File: src/llq_params.svh
// Offsets, field positions, reset values and encodings of the load qualifier
`ifndef LLQ_PARAMS_SVH
`define LLQ_PARAMS_SVH
// Register addresses on the model-specific register port
`define LLQ_ADDR_OC_CFG    32'h0000_01a6
`define LLQ_ADDR_THRESH    32'h0000_03f6
// Field positions
`define LLQ_THR_MSB        15
`define LLQ_OC_REQ_LSB     0
`define LLQ_OC_RSP_LSB     8
`define LLQ_OC_RSVD_BIT    11
// Writable mask of the off-core config (bit 11 reserved)
`define LLQ_OC_WMASK       16'hf7ff
// Reset values
`define LLQ_THR_RST        16'h0003
`define LLQ_OC_RST         16'h0000
// Event code and unit mask that select off-core counting
`define LLQ_OC_EVT_CODE    8'hb7
`define LLQ_OC_UMASK       8'h01
// Data-source codes
`define LLQ_DS_UNK_MISS    4'h0
`define LLQ_DS_L1          4'h1
`define LLQ_DS_PENDING     4'h2
`define LLQ_DS_L2          4'h3
`define LLQ_DS_L3_NOSNP    4'h4
`define LLQ_DS_PEER_CLEAN  4'h5
`define LLQ_DS_PEER_MOD    4'h6
`define LLQ_DS_LAST_MODHIT 4'h7
`define LLQ_DS_FWD_LOCAL   4'h8
`define LLQ_DS_LMEM_SH     4'ha
`define LLQ_DS_RMEM_SH     4'hb
`define LLQ_DS_LMEM_EX     4'hc
`define LLQ_DS_RMEM_EX     4'hd
`define LLQ_DS_IO          4'he
`define LLQ_DS_UC          4'hf
// Latency counter ceiling
`define LLQ_LAT_MAX        16'hffff
`endif

File: src/llq_pkg.sv
// Types shared by the load qualifier modules
package llq_pkg;
  // Where a tagged load's data came from
  typedef enum logic [3:0] {
    SRC_UNKNOWN_MISS, SRC_L1, SRC_PENDING, SRC_L2,
    SRC_L3_NOSNOOP, SRC_PEER_CLEAN, SRC_PEER_MOD, SRC_LAST_LEVEL_PEER_MOD,
    SRC_FWD_LOCAL, SRC_FWD_REMOTE, SRC_MEM_LOCAL_SH, SRC_MEM_REMOTE_SH,
    SRC_MEM_LOCAL_EX, SRC_MEM_REMOTE_EX, SRC_IO, SRC_UNCACHEABLE
  } llq_src_t;
  // Request kinds sent to the uncore
  typedef enum logic [3:0] {
    REQ_DEMAND_DATA, REQ_DEMAND_OWN, REQ_DEMAND_CODE, REQ_WRITEBACK,
    REQ_PF_DATA, REQ_PF_OWN, REQ_PF_CODE, REQ_OTHER
  } llq_req_t;
  // Uncore response kinds
  typedef enum logic [3:0] {
    RSP_L3_NOSNOOP, RSP_PEER_CLEAN, RSP_PEER_MOD, RSP_FWD_LOCAL,
    RSP_FWD_REMOTE, RSP_MEM_REMOTE, RSP_MEM_LOCAL, RSP_IO_HUB
  } llq_rsp_t;
endpackage : llq_pkg

File: src/llq_oc_if.sv
// Carrier between the qualifier and its off-core matcher
`timescale 1ns/1ps
`default_nettype none
interface llq_oc_if;
  logic [15:0]       cfg;   // Off-core config register
  logic              valid; // Transaction present
  llq_pkg::llq_req_t req;   // Request kind
  llq_pkg::llq_rsp_t rsp;   // Response kind
  logic              hit;   // Both selections match
  modport owner (output cfg, output valid, output req, output rsp, input hit);
  modport matcher (input cfg, input valid, input req, input rsp, output hit);
endinterface : llq_oc_if
`default_nettype wire

File: src/llq_oc_match.sv
// Off-core request and response selection matcher
`timescale 1ns/1ps
`default_nettype none
`include "llq_params.svh"
module llq_oc_match (
  llq_oc_if.matcher oc
);
  logic [7:0] req_onehot; // Request kind as a select bit
  logic [7:0] rsp_onehot; // Response kind as a select bit

  // Request kinds map to bits 7:0
  always_comb begin
    req_onehot = 8'h00;
    unique case (oc.req)
      llq_pkg::REQ_DEMAND_DATA: req_onehot = 8'h01;
      llq_pkg::REQ_DEMAND_OWN:  req_onehot = 8'h02;
      llq_pkg::REQ_DEMAND_CODE: req_onehot = 8'h04;
      llq_pkg::REQ_WRITEBACK:   req_onehot = 8'h08;
      llq_pkg::REQ_PF_DATA:     req_onehot = 8'h10;
      llq_pkg::REQ_PF_OWN:      req_onehot = 8'h20;
      llq_pkg::REQ_PF_CODE:     req_onehot = 8'h40;
      llq_pkg::REQ_OTHER:       req_onehot = 8'h80;
      default:                  req_onehot = 8'h00;
    endcase
  end

  // Response kinds map to bits 15:8; remote forward has no bit
  always_comb begin
    rsp_onehot = 8'h00;
    unique case (oc.rsp)
      llq_pkg::RSP_L3_NOSNOOP: rsp_onehot = 8'h01;
      llq_pkg::RSP_PEER_CLEAN: rsp_onehot = 8'h02;
      llq_pkg::RSP_PEER_MOD:   rsp_onehot = 8'h04;
      llq_pkg::RSP_FWD_LOCAL:  rsp_onehot = 8'h10;
      llq_pkg::RSP_FWD_REMOTE: rsp_onehot = 8'h00;
      llq_pkg::RSP_MEM_REMOTE: rsp_onehot = 8'h20;
      llq_pkg::RSP_MEM_LOCAL:  rsp_onehot = 8'h40;
      llq_pkg::RSP_IO_HUB:     rsp_onehot = 8'h80;
      default:                 rsp_onehot = 8'h00;
    endcase
  end

  // Both halves must find a set bit
  assign oc.hit = oc.valid
                & (|(req_onehot & oc.cfg[`LLQ_OC_REQ_LSB +: 8]))
                & (|(rsp_onehot & oc.cfg[`LLQ_OC_RSP_LSB +: 8]));
endmodule : llq_oc_match
`default_nettype wire

File: src/llq_qualifier.sv
// Load-latency filter and off-core response qualifier, top level
//
// Contract
// - Codes 00H..03H: unknown miss, L1, pending, L2
// - Codes 04H..06H: no snoop, clean, modified peer
// - Code 07H only on enabled variant
// - 08H local forward; remote excluded; 09H reserved
// - 0AH..0DH memory, local/remote, shared/exclusive
// - 0EH input/output, 0FH uncacheable
// - Count only latency strictly above threshold
// - One config register at 1A6H, umask 01H
// - Bits 7:0 request, 15:8 response
// - Bits 0..2 demand data, ownership, code
// - Bit 3 writeback; 4..6 second-level prefetch
// - Bit 7 selects all remaining transactions
// - Bits 8..10 no-snoop, clean, modified hits
// - Bit 11 reserved; 12 local forward
// - Bits 13..15 remote, local memory, io hub
// - Latency counts dispatch to global observation
`timescale 1ns/1ps
`default_nettype none
`include "llq_params.svh"
module llq_qualifier #(
  parameter bit LAST_PEER_MOD_EN = 1'b0 // Variant supports code 07H
) (
  input  wire logic              clk,
  input  wire logic              rst,
  input  wire logic              msr_valid,
  input  wire logic              msr_write,
  input  wire logic [31:0]       msr_addr,
  input  wire logic [63:0]       msr_wdata,
  output logic                   msr_ack,
  output logic                   msr_err,
  output logic [63:0]            msr_rdata,
  input  wire logic              ld_dispatch,
  input  wire logic              ld_go,
  input  wire llq_pkg::llq_src_t ld_src,
  output logic                   lat_above,
  output logic                   sample_valid,
  output logic [15:0]            sample_latency,
  output logic [3:0]             sample_source,
  input  wire logic [15:0]       evt_sel,
  input  wire logic              oc_valid,
  input  wire llq_pkg::llq_req_t oc_req,
  input  wire llq_pkg::llq_rsp_t oc_rsp,
  output logic                   oc_count
);
  logic [15:0] thresh_ff;   // Latency threshold in core cycles
  logic [15:0] oc_cfg_ff;   // Off-core selection bits
  logic [15:0] lat_ff;      // Running latency of the tagged load
  logic        busy_ff;     // A tagged load is in flight
  logic [15:0] nxt_lat;     // Latency seen at global observation
  logic [3:0]  nxt_code;    // Encoded data source
  logic        hit_thr;     // Load beats the threshold
  logic        sel_oc;      // Event select asks for off-core counting
  logic        acc_thr;     // Access targets the threshold
  logic        acc_oc;      // Access targets the off-core config

  llq_oc_if oc_bus ();

  // Address decode
  assign acc_thr = msr_valid & (msr_addr == `LLQ_ADDR_THRESH);
  assign acc_oc  = msr_valid & (msr_addr == `LLQ_ADDR_OC_CFG);

  // Threshold register; software keeps it at 3 or more
  always_ff @(posedge clk) begin
    if (rst) begin
      thresh_ff <= `LLQ_THR_RST;
    end else if (acc_thr & msr_write) begin
      thresh_ff <= msr_wdata[`LLQ_THR_MSB:0];
    end
  end

  // Off-core config; reserved bit 11 never stores
  always_ff @(posedge clk) begin
    if (rst) begin
      oc_cfg_ff <= `LLQ_OC_RST;
    end else if (acc_oc & msr_write) begin
      oc_cfg_ff <= msr_wdata[15:0] & `LLQ_OC_WMASK;
    end
  end

  // Register reads, one-cycle answer; unmapped flags an error
  always_ff @(posedge clk) begin
    if (rst) begin
      msr_ack   <= 1'b0;
      msr_err   <= 1'b0;
      msr_rdata <= 64'h0;
    end else begin
      msr_ack <= msr_valid;
      msr_err <= msr_valid & ~acc_thr & ~acc_oc;
      if (acc_thr & ~msr_write) begin
        msr_rdata <= {48'h0, thresh_ff};
      end else if (acc_oc & ~msr_write) begin
        msr_rdata <= {48'h0, oc_cfg_ff};
      end else if (msr_valid) begin
        msr_rdata <= 64'h0;
      end
    end
  end

  // Every access is answered one cycle later, unmapped ones as errors
  a_ack_follows: assert property (@(posedge clk) disable iff (rst)
    msr_valid |=> msr_ack)
    else $error("register access not answered");
  a_err_unmapped: assert property (@(posedge clk) disable iff (rst)
    (msr_valid && !acc_thr && !acc_oc) |=> msr_err && msr_rdata == 64'h0)
    else $error("unmapped access not flagged");
  a_thr_write: assert property (@(posedge clk) disable iff (rst)
    (acc_thr && msr_write) |=> thresh_ff == $past(msr_wdata[15:0]))
    else $error("threshold write lost");

  // Latency seen this cycle; one at the cycle after dispatch
  assign nxt_lat = lat_ff;
  assign hit_thr = ld_go & busy_ff & (nxt_lat > thresh_ff);

  // Dispatch-to-observation counter, saturating
  always_ff @(posedge clk) begin
    if (rst) begin
      busy_ff <= 1'b0;
      lat_ff  <= 16'h0;
    end else if (ld_dispatch) begin
      busy_ff <= 1'b1;
      lat_ff  <= 16'h1;
    end else if (ld_go) begin
      busy_ff <= 1'b0;
    end else if (busy_ff && lat_ff != `LLQ_LAT_MAX) begin
      lat_ff <= lat_ff + 16'h1;
    end
  end

  // Each idle cycle in flight adds one; saturation keeps a stuck load from wrapping
  a_lat_step: assert property (@(posedge clk) disable iff (rst)
    (busy_ff && !ld_dispatch && !ld_go && lat_ff != 16'hffff)
      |=> lat_ff == $past(lat_ff) + 16'h1)
    else $error("latency step wrong");
  a_below_ignored: assert property (@(posedge clk) disable iff (rst)
    (ld_go && busy_ff && lat_ff <= thresh_ff) |=> !lat_above && !sample_valid)
    else $error("load at threshold counted");

  // Data-source encoding
  always_comb begin
    nxt_code = `LLQ_DS_UNK_MISS;
    unique case (ld_src)
      llq_pkg::SRC_UNKNOWN_MISS:  nxt_code = `LLQ_DS_UNK_MISS;
      llq_pkg::SRC_L1:            nxt_code = `LLQ_DS_L1;
      llq_pkg::SRC_PENDING:       nxt_code = `LLQ_DS_PENDING;
      llq_pkg::SRC_L2:            nxt_code = `LLQ_DS_L2;
      llq_pkg::SRC_L3_NOSNOOP:    nxt_code = `LLQ_DS_L3_NOSNP;
      llq_pkg::SRC_PEER_CLEAN:    nxt_code = `LLQ_DS_PEER_CLEAN;
      llq_pkg::SRC_PEER_MOD:      nxt_code = `LLQ_DS_PEER_MOD;
      // Without the variant, 07H stays unused; fall back to 06H
      llq_pkg::SRC_LAST_LEVEL_PEER_MOD: nxt_code = LAST_PEER_MOD_EN ?
                                    `LLQ_DS_LAST_MODHIT : `LLQ_DS_PEER_MOD;
      llq_pkg::SRC_FWD_LOCAL:     nxt_code = `LLQ_DS_FWD_LOCAL;
      // Remote-homed forward is not 08H; 09H is never produced
      llq_pkg::SRC_FWD_REMOTE:    nxt_code = `LLQ_DS_UNK_MISS;
      llq_pkg::SRC_MEM_LOCAL_SH:  nxt_code = `LLQ_DS_LMEM_SH;
      llq_pkg::SRC_MEM_REMOTE_SH: nxt_code = `LLQ_DS_RMEM_SH;
      llq_pkg::SRC_MEM_LOCAL_EX:  nxt_code = `LLQ_DS_LMEM_EX;
      llq_pkg::SRC_MEM_REMOTE_EX: nxt_code = `LLQ_DS_RMEM_EX;
      llq_pkg::SRC_IO:            nxt_code = `LLQ_DS_IO;
      llq_pkg::SRC_UNCACHEABLE:   nxt_code = `LLQ_DS_UC;
    endcase
  end

  // Sample record fields; only loads above threshold update them
  always_ff @(posedge clk) begin
    if (rst) begin
      lat_above      <= 1'b0;
      sample_valid   <= 1'b0;
      sample_latency <= 16'h0;
      sample_source  <= 4'h0;
    end else begin
      lat_above    <= hit_thr;
      sample_valid <= hit_thr;
      if (hit_thr) begin
        sample_latency <= nxt_lat;
        sample_source  <= nxt_code;
      end
    end
  end

  // Fields only move for a counted load; one check per source kind
  // A record that moved between hits would pair the wrong latency and source
  a_sample_hold: assert property (@(posedge clk) disable iff (rst)
    !hit_thr |=> $stable(sample_latency) && $stable(sample_source))
    else $error("sample fields moved");
  a_src_unknown: assert property (@(posedge clk) disable iff (rst)
    (hit_thr && ld_src == llq_pkg::SRC_UNKNOWN_MISS) |=> sample_source == 4'h0)
    else $error("unknown miss code wrong");
  a_src_pending: assert property (@(posedge clk) disable iff (rst)
    (hit_thr && ld_src == llq_pkg::SRC_PENDING) |=> sample_source == 4'h2)
    else $error("pending miss code wrong");
  a_src_l2: assert property (@(posedge clk) disable iff (rst)
    (hit_thr && ld_src == llq_pkg::SRC_L2) |=> sample_source == 4'h3)
    else $error("second level code wrong");
  a_src_nosnoop: assert property (@(posedge clk) disable iff (rst)
    (hit_thr && ld_src == llq_pkg::SRC_L3_NOSNOOP) |=> sample_source == 4'h4)
    else $error("no snoop hit code wrong");
  a_src_peer_clean: assert property (@(posedge clk) disable iff (rst)
    (hit_thr && ld_src == llq_pkg::SRC_PEER_CLEAN) |=> sample_source == 4'h5)
    else $error("clean peer code wrong");
  a_src_peer_mod: assert property (@(posedge clk) disable iff (rst)
    (hit_thr && ld_src == llq_pkg::SRC_PEER_MOD) |=> sample_source == 4'h6)
    else $error("modified peer code wrong");
  a_src_fwd_local: assert property (@(posedge clk) disable iff (rst)
    (hit_thr && ld_src == llq_pkg::SRC_FWD_LOCAL) |=> sample_source == 4'h8)
    else $error("local forward code wrong");
  a_src_fwd_remote: assert property (@(posedge clk) disable iff (rst)
    (hit_thr && ld_src == llq_pkg::SRC_FWD_REMOTE) |=> sample_source == 4'h0)
    else $error("remote forward code wrong");
  a_src_lmem_sh: assert property (@(posedge clk) disable iff (rst)
    (hit_thr && ld_src == llq_pkg::SRC_MEM_LOCAL_SH) |=> sample_source == 4'ha)
    else $error("local shared code wrong");
  a_src_rmem_sh: assert property (@(posedge clk) disable iff (rst)
    (hit_thr && ld_src == llq_pkg::SRC_MEM_REMOTE_SH) |=> sample_source == 4'hb)
    else $error("remote shared code wrong");
  a_src_lmem_ex: assert property (@(posedge clk) disable iff (rst)
    (hit_thr && ld_src == llq_pkg::SRC_MEM_LOCAL_EX) |=> sample_source == 4'hc)
    else $error("local exclusive code wrong");
  a_src_io: assert property (@(posedge clk) disable iff (rst)
    (hit_thr && ld_src == llq_pkg::SRC_IO) |=> sample_source == 4'he)
    else $error("input output code wrong");

  // Off-core event selected by code and unit mask
  assign sel_oc = (evt_sel[7:0] == `LLQ_OC_EVT_CODE)
                & (evt_sel[15:8] == `LLQ_OC_UMASK);

  // Hand the transaction to the matcher
  assign oc_bus.cfg   = oc_cfg_ff;
  assign oc_bus.valid = oc_valid & sel_oc;
  assign oc_bus.req   = oc_req;
  assign oc_bus.rsp   = oc_rsp;

  llq_oc_match u_match (
    .oc (oc_bus.matcher)
  );

  // Registered count pulse
  always_ff @(posedge clk) begin
    if (rst) begin
      oc_count <= 1'b0;
    end else begin
      oc_count <= oc_bus.hit;
    end
  end

  // Remote-homed forwards have no select bit and never count
  // With every defined bit set, any other selected transaction must count
  a_oc_fwd_remote: assert property (@(posedge clk) disable iff (rst)
    (oc_valid && oc_rsp == llq_pkg::RSP_FWD_REMOTE) |=> !oc_count)
    else $error("remote forward counted");
  a_oc_full_cfg: assert property (@(posedge clk) disable iff (rst)
    (oc_valid && sel_oc && oc_cfg_ff == 16'hf7ff && oc_rsp != llq_pkg::RSP_FWD_REMOTE)
      |=> oc_count)
    else $error("selected transaction not counted");

  // Checks
  a_above_thresh: assert property (@(posedge clk) disable iff (rst)
    lat_above |-> $past(lat_ff) > $past(thresh_ff))
    else $error("latency not above threshold");
  a_go_counted: assert property (@(posedge clk) disable iff (rst)
    (ld_go && busy_ff && lat_ff > thresh_ff) |=> lat_above && sample_valid)
    else $error("qualifying load not counted");
  a_lat_span: assert property (@(posedge clk) disable iff (rst)
    (ld_dispatch ##1 (!ld_dispatch && !ld_go)[*3] ##1 ld_go) |-> lat_ff == 16'h4)
    else $error("latency count wrong");
  a_src_l1: assert property (@(posedge clk) disable iff (rst)
    (hit_thr && ld_src == llq_pkg::SRC_L1) |=> sample_source == 4'h1)
    else $error("L1 source code wrong");
  a_src_variant: assert property (@(posedge clk) disable iff (rst)
    (hit_thr && ld_src == llq_pkg::SRC_LAST_LEVEL_PEER_MOD)
      |=> sample_source == (LAST_PEER_MOD_EN ? 4'h7 : 4'h6))
    else $error("code 07H misused");
  a_src_fwd: assert property (@(posedge clk) disable iff (rst)
    sample_valid |-> sample_source != 4'h9)
    else $error("reserved 09H reported");
  a_src_mem: assert property (@(posedge clk) disable iff (rst)
    (hit_thr && ld_src == llq_pkg::SRC_MEM_REMOTE_EX) |=> sample_source == 4'hd)
    else $error("remote exclusive code wrong");
  a_src_uc: assert property (@(posedge clk) disable iff (rst)
    (hit_thr && ld_src == llq_pkg::SRC_UNCACHEABLE) |=> sample_source == 4'hf)
    else $error("uncacheable code wrong");
  a_rsvd_bit: assert property (@(posedge clk) disable iff (rst)
    oc_cfg_ff[`LLQ_OC_RSVD_BIT] == 1'b0)
    else $error("reserved response bit stored");
  a_cfg_readback: assert property (@(posedge clk) disable iff (rst)
    (acc_oc && msr_write) ##1 (msr_valid && !msr_write && msr_addr == 32'h1a6)
      |=> msr_rdata[15:0] == ($past(msr_wdata[15:0], 2) & 16'hf7ff))
    else $error("config readback wrong");
  a_oc_match: assert property (@(posedge clk) disable iff (rst)
    oc_count |-> $past(oc_valid && sel_oc
      && (oc_cfg_ff[7:0] != 8'h0) && (oc_cfg_ff[15:8] != 8'h0)))
    else $error("off-core count without selection");
  a_oc_evtsel: assert property (@(posedge clk) disable iff (rst)
    (evt_sel[15:8] != 8'h01) |=> !oc_count)
    else $error("off-core counted with wrong mask");
endmodule : llq_qualifier
`default_nettype wire

File: config.mk
export PLATFORM = sky130hd
export DESIGN_NAME = llq_qualifier
export DESIGN_NICKNAME = d
export VERILOG_FILES = /design/src/llq_pkg.sv /design/src/llq_oc_if.sv /design/src/llq_oc_match.sv /design/src/llq_qualifier.sv
export VERILOG_INCLUDE_DIRS = /design/src
export SDC_FILE = /design/constraint.sdc
export NUM_CORES = 1
export LEC_CHECK = 0
export ABC_CLOCK_PERIOD_IN_PS = 2000
export BUFFER_PORTS_ARGS = -buffer_cell sky130_fd_sc_hd__buf_2
export CAP_MARGIN = 40
export CELL_PAD_IN_SITES_DETAIL_PLACEMENT = 2
export CELL_PAD_IN_SITES_GLOBAL_PLACEMENT = 2
export CORE_UTILIZATION = 24
export DETAILED_ROUTE_END_ITERATION = 10
export PLACE_DENSITY = 0.8
export SETUP_SLACK_MARGIN = 0.5
export SLEW_MARGIN = 40
export SYNTH_ARGS = -nofsm -noshare
export SYNTH_HDL_FRONTEND = slang
export SYNTH_SLANG_ARGS = --single-unit
File: constraint.sdc
create_clock -name clk -period 2 [get_ports clk]
set_clock_uncertainty 0.2 [all_clocks]
set_input_delay 0.2 -clock clk [delete_from_list [all_inputs] [get_ports clk]]
set_output_delay 0.2 -clock clk [all_outputs]
set_load 0.05 [all_outputs]
-- Word-level counts from Yosys, hierarchy flattened
Memories as Yosys holds them, arrays and structs flattened. A register that Yosys moved wholly into a read port is not among the register bits.
Cells that the tools add are included.
- equality and inequality tests: 6
- reduce and logical (&&, ||, !) cells: 9
- bitwise logic cells: 20
- mux-type cells: 10
- order comparisons: 1
- $add $sub $neg: 1
- operators with widths (kind ; number):
    $mux W16 ; 3
    $eq A32 B10 Y1 const B ; 1
    $eq A32 B9 Y1 const B ; 1
    $add A16 B1 Y16 const B ; 1
    $and A8 B8 Y8 ; 2
    $gt A16 B16 Y1 ; 1
    $mux W8 ; 2
    $ne A16 B16 Y1 const B ; 1
    $reduce_or A8 Y1 ; 2
    $and A1 B1 Y1 ; 14
    $eq A8 B1 Y1 const B ; 1
    $eq A8 B8 Y1 const B ; 1
    $mux W1 ; 5
    $not A1 Y1 ; 4
    $reduce_and A2 Y1 ; 2
    $reduce_bool A2 Y1 ; 2
    $reduce_bool A3 Y1 ; 1
    $ne A2 B2 Y1 const B ; 1
    $reduce_or A2 Y1 ; 1
    $logic_and A1 B1 Y1 ; 1
- input port bits: 131
- memory bits (read-only): 184
- logic and storage cells: 61
- output and inout port bits: 89
- register bits: 84
- memories kept: 3
- memories (name ; words ; bits a word ; rd ports ; clocked after Yosys merged registers in ; write ports ; line ; source):
    (no name shown) ; 16 ; 4 ; 1 ; 1 ; 0 ; llq_qualifier.sv:144 ; unique case (ld_src)
    (no name shown) ; 8 ; 8 ; 1 ; 0 ; 0 ; llq_oc_match.sv:14 ; unique case (oc.req)
    (no name shown) ; 8 ; 7 ; 1 ; 0 ; 0 ; llq_oc_match.sv:30 ; unique case (oc.rsp)

-- Longest topological paths before layout
An unclocked memory read counts as a cell.
- depth after elaboration: 6
- mapped depth: 8
- gate-level depth less buffers: 7

-- Modules after synthesis
Synthesis repeated with hierarchy kept, for this count alone.
- cell total of the unflattened synthesis: 513
- area, all modules: 4609.4 µm²
- by module, submodules not included (module ; area each (µm²) ; seq. area each (µm²) ; cells each ; times used):
    llq_qualifier ; 4473.0 ; 1761.7 ; 499 ; 1
    llq_oc_match ; 136.4 ; 0.0 ; 14 ; 1

-- Least setup slack after synthesis
OpenSTA, ideal clock, no wires.
- kind: reg2reg
- start: register thresh_ff[11]
- end: register sample_source[3]
- buffers on the path: 1
- required time: 1.667 ns
- cell stages (with the launch flop): 9
- data arrival time: 1.733 ns
- slack: -0.065 ns
- clock period less this slack: 2.065 ns
- setup time: 0.133 ns
- cell sequence: dfxtp_1 inv_1 ha_1 a21oi_1 o21ai_0 a22o_1 clkbuf_1 o311ai_0 a31oi_1
- word-level cells in the longest chain between the ends: 2
- ends and longest elaborated chain (element ; line ; source):
    start: declaration ; llq_qualifier.sv:48 ; logic [15:0] thresh_ff;
    start signal: assignment ; llq_qualifier.sv:68 ; thresh_ff <= `LLQ_THR_RST;
    start signal: assignment ; llq_qualifier.sv:70 ; thresh_ff <= msr_wdata[`LLQ_THR_MSB:0];
    $gt A16 B16 Y1 ; llq_qualifier.sv:115 ; assign hit_thr = ld_go & busy_ff & (nxt_lat > thresh_ff);
    $and A1 B1 Y1 ; llq_qualifier.sv:115 ;
    end: declaration ; llq_qualifier.sv:41 ; output logic [3:0] sample_source,
No other way between the ends.
A chain may end at the register's enable or synchronous reset.

-- Worst setup path in the final report
- start: register thresh_ff[14]
- end: register sample_latency[10]
- word-level cells in the longest chain between the ends: 2
- ends and longest elaborated chain (element ; line ; source):
    $gt A16 B16 Y1 ; llq_qualifier.sv:115 ;
    $and A1 B1 Y1 ; llq_qualifier.sv:115 ;
    end signal: assignment ; llq_qualifier.sv:178 ; sample_latency <= nxt_lat;
    end: declaration ; llq_qualifier.sv:40 ; output logic [15:0] sample_latency,
No other way between the ends.

==> summary by stage <==
Synthesis
The multiplexer fraction of the synthesized cell area is 0.0810. The cell area after synthesis is 4930 sq um. Of the total synthesized cell area, the portion taken by full adders, half adders and majority gates is 0.0432. The area fraction in and, or, nand and nor cells after synthesis is 0.209.

By count the netlist is led by sky130_fd_sc_hd__dfxtp_1 (88), sky130_fd_sc_hd__nor2_1 (63), sky130_fd_sc_hd__buf_4 (50). Of the total synthesized cell area, the portion taken by XOR and XNOR cells is 0.0231. The cell count after synthesis came out at between 500 and 600.

For this run, the leading register cell type out of synthesis is sky130_fd_sc_hd__dfxtp_1. The cell with the most instances after synthesis is sky130_fd_sc_hd__dfxtp_1. The share of synthesized area in the top cell type comes to 0.358. The number of flops mapped to enable cells by yosys is 0. For this run, asynchronously set or reset flops after synthesis account for 0.

The dominant cell type by area after synthesis is sky130_fd_sc_hd__dfxtp_1. In the post-synthesis netlist, the biggest area contributors are sky130_fd_sc_hd__dfxtp_1 (36%), sky130_fd_sc_hd__buf_4 (7.6%), sky130_fd_sc_hd__mux2i_1 (6.5%), sky130_fd_sc_hd__nor2_1 (4.8%), sky130_fd_sc_hd__ha_1 (4.3%). The count of state elements after synthesis is around 90.

The number of unique standard cell types used by synthesis is 55. For this run, the register share of the synthesized area comes to 0.358. For this run, the number of Yosys warnings is 0. Dividing the synthesized area by the synthesized cell count gives 9.04 sq um. After synthesis, the largest family of logic cells by area is simple AND/OR/NAND/NOR gates. The compound-gate portion of the synthesized area is 0.164.

GRT
The via count of the first global-routing pass was slightly above 6,000. Across every metal layer, demand over resource in global routing totals 0.257. The wire length of the first global-routing pass is approximately 41,000 microns. The pin count of the biggest net entering global routing is between 40 and 50. The total grt overflow is 0.

The number of antenna violations at the first check in global routing was 1.

Timing
The final number of max-transition violations came to 0. For the final routed database, the setup TNS stands at -8680 ps. The tightest hold margin is 27.9 ps. The worst path setup slack after routing is -499 ps.

The final count of hold timing violations is 0. The smallest clock period supported by the final layout is computed as roughly 2500 ps. Setup violations remaining at the end of the flow were counted as 25. Based on the critical path, the design can be clocked at up to 400 MHz. Dividing the final minimum period by the clock period gives 1.25. At the pin with the least slew margin, the transition time is between 700 and 800 ps. Setup repair after global routing could not meet its margin everywhere.

The worst pin sits at a relative slew slack of 0.515.

Floorplan
The width of the chip is 145 microns. The overall die height is 145 microns. The floorplan step defined a die boundary enclosing between 20,000 and 25,000 sq um.

The floorplan has 52 rows. The I/O pin total is 220. The core footprint is 20,200 sq um. The effective utilization at floorplan is 0.244.

CTS
After clock tree synthesis, the clock-pin slew on the worst setup and hold paths is around 90 ps. For the worst-skew pair, the clock arrives at the later sink with an insertion delay of 380 ps. The number of levels in the clock H-tree is 3. The number of buffers on the longest clock path is 2. Counting the buffers created by CTS gives 9.

TritonCTS built the clock tree. CTS saw 88 sinks. The root buffer cell chosen for the clock tree is sky130_fd_sc_hd__clkbuf_16.

Setup path
The worst setup path is launched from a flop. Along the worst path, the maximum fanout reaches 5. STA classifies the critical path endpoint as a flop. The data arrival time of the critical path is 2570 ps. The type of the setup path with the least slack is flop to flop.

The endpoint required time on the critical path is 2080 ps.

Pwr
The ratio of total power to cell area is 481 nW/um^2. Across the VDD grid, the largest voltage drop is 291 uV. For this design the static power due to leakage is ~3.5 nW. The post-route total power is 0.00430 W.

Drt
The number of iterations in the first detailed-routing pass is 4. Across all layers, the routed design uses 5,862 vias. For this block, the routed nets add up to 32,300 microns of wire. After detailed routing, the average wire length per cell comes to 30.2 microns. The DRC violation count after routing is 0. The number of routed nets with antenna violations is 0. The initial DRC count is 381. The average via count per standard cell is 5.48.

Placed design
The HPWL after detailed placement is 12,800 microns. The congestion estimate from routability-driven global placement came to 0.800. The count of port buffers added during placement is 123. After detailed placement, the design holds a cell count of 962.

Status
The flow ran to the end, but the final reports show violations. The final reports fail on setup timing.

Job
The number of maximum-capacitance constraint violations is 0.

Cells and area
Of the cells placed in the final design, the portion with a size suffix greater than 1 is 0.546. For this run, the number of standard cells in the final layout without fillers is 1,070. The post-layout utilization of the core is 0.443. Across the whole layout, storage elements account for 1840 sq um. Summing all multi-input logic gate instances after layout gives slightly below 4000 sq um.

After the last flow step, the layout net total stands at 941. Counting the fill cells in the layout gives 2,070. The area growth from synthesis to layout is 81.4%.

Min path
The min-delay analysis places its worst path in the category input port to flop.
cells in the final DEF (no fill, tap or decap), types with 7 or more instances in the layout:
| cell | synthesis | final |
|---|---|---|
| sky130_fd_sc_hd__buf_2 | 3 | 112 |
| sky130_fd_sc_hd__xor2_1 | 10 | 10 |
| sky130_fd_sc_hd__nand4_1 | 29 | 29 |
| sky130_fd_sc_hd__nor2b_1 | 14 | 12 |
| sky130_fd_sc_hd__conb_1 | 1 | 48 |
| sky130_fd_sc_hd__a31oi_1 | 20 | 18 |
| sky130_fd_sc_hd__nor2_1 | 63 | 52 |
| sky130_fd_sc_hd__nor4_4 | 4 | 10 |
| sky130_fd_sc_hd__inv_1 | 19 | 11 |
| sky130_fd_sc_hd__clkbuf_16 | 0 | 12 |
| sky130_fd_sc_hd__dfxtp_4 | 0 | 9 |
| sky130_fd_sc_hd__dlygate4sd3_1 | 0 | 28 |
| sky130_fd_sc_hd__inv_2 | 0 | 8 |
| sky130_fd_sc_hd__dfxtp_2 | 0 | 32 |
| sky130_fd_sc_hd__nand2_1 | 16 | 14 |
| sky130_fd_sc_hd__buf_6 | 2 | 44 |
| sky130_fd_sc_hd__buf_4 | 50 | 56 |
| sky130_fd_sc_hd__o311ai_4 | 0 | 18 |
| sky130_fd_sc_hd__mux2i_1 | 32 | 21 |
| sky130_fd_sc_hd__dfxtp_1 | 88 | 47 |
| sky130_fd_sc_hd__nor2_2 | 0 | 9 |
| sky130_fd_sc_hd__mux2i_4 | 0 | 7 |
| sky130_fd_sc_hd__o21ai_0 | 28 | 16 |
| sky130_fd_sc_hd__a221oi_4 | 0 | 9 |
| sky130_fd_sc_hd__ha_4 | 0 | 12 |
| sky130_fd_sc_hd__dlymetal6s4s_1 | 0 | 7 |
| sky130_fd_sc_hd__buf_12 | 0 | 15 |
| sky130_fd_sc_hd__and2b_1 | 7 | 7 |
path summary, 6_finish.rpt:
kind / startpoint / to / slack, ps / cells past startpoint
worst max register to register: thresh_ff[14] / sample_latency[10] / -500 / 10
worst min register to register: sample_source[0] / sample_source[0] / 320 / 2
worst max-delay path: thresh_ff[14] / sample_latency[10] / -500 / 10
worst min-delay path: oc_rsp[2] / oc_count / 30 / 3
repair_timing:
item	in CTS	in global routing
pin swaps	68	57
endpoints found under the hold margin	36	1
resized for setup	109	113
hold buffers	34	1
gates cloned	8	6
setup buffers	27	14
endpoints found under the setup margin	84	85
power breakdown:
group	switching (W)	internal, W
registers	0.0000100	0.00175
clock network	0.000980	0.000886
logic	0.000464	0.000205
total	0.00145	0.00284
through the flow:
step	cell area (sq um)	setup WS (ps)
floorplan	5620	14.7
global placement	6550	-141
detailed placement	6550	-233
CTS	8210	-165
global route	8940	-562
finish	8940	-499
metal layers:
| metal | vias up | GRT usage | part of all wire |
|---|---|---|---|
| li1 | 2431 | - | - |
| met1 | 3015 | 0.295 | 0.38 |
| met2 | 297 | 0.455 | 0.50 |
| met3 | 119 | 0.0450 | 0.058 |
| met4 | 0 | 0.132 | 0.057 |
| met5 | - | 0 | 0 |
sequential cells by signal (all words and copies together) (netlist names):
| signal | count |
|---|---|
| msr_ack | 1 |
| sample_latency | 16 |
| sample_valid | 1 |
| lat_ff | 16 |
| thresh_ff | 16 |
| busy_ff | 1 |
| oc_bus.cfg | 15 |
| oc_count | 1 |
| msr_err | 1 |
| msr_rdata | 16 |
| sample_source | 4 |
critical path, stage by stage, from the launching register on:
cell and delay, ps:
sky130_fd_sc_hd__dfxtp_2 370, sky130_fd_sc_hd__inv_2 60, sky130_fd_sc_hd__ha_4 280, sky130_fd_sc_hd__nand4_1 160, sky130_fd_sc_hd__buf_4 200, sky130_fd_sc_hd__nor3_4 250, sky130_fd_sc_hd__o21a_4 220, sky130_fd_sc_hd__buf_6 140
sky130_fd_sc_hd__clkbuf_16 170, sky130_fd_sc_hd__o311ai_4 100, sky130_fd_sc_hd__a31oi_1 230
final cells by class:
class | instances | share of cell area
tap | 270 | 0.0378
clock buffer | 9 | 0.0252
sequential | 88 | 0.205
clock inverter | 7 | 0.00770
antenna | 2 | 0.000560
timing repair buffer | 274 | 0.271
inverter | 19 | 0.00798
multi-input combinational | 401 | 0.444
cells by family after synthesis:
logic type	Yosys count
AOI/OAI and AO/OA	116
xor gates and xnor gates	13
adders and majority gates	17
buffers and inverters	105
DFF	88
muxes	36
other	1
and+or+nand+nor	169
No activity file was read; power rests on OpenSTA's default activity.
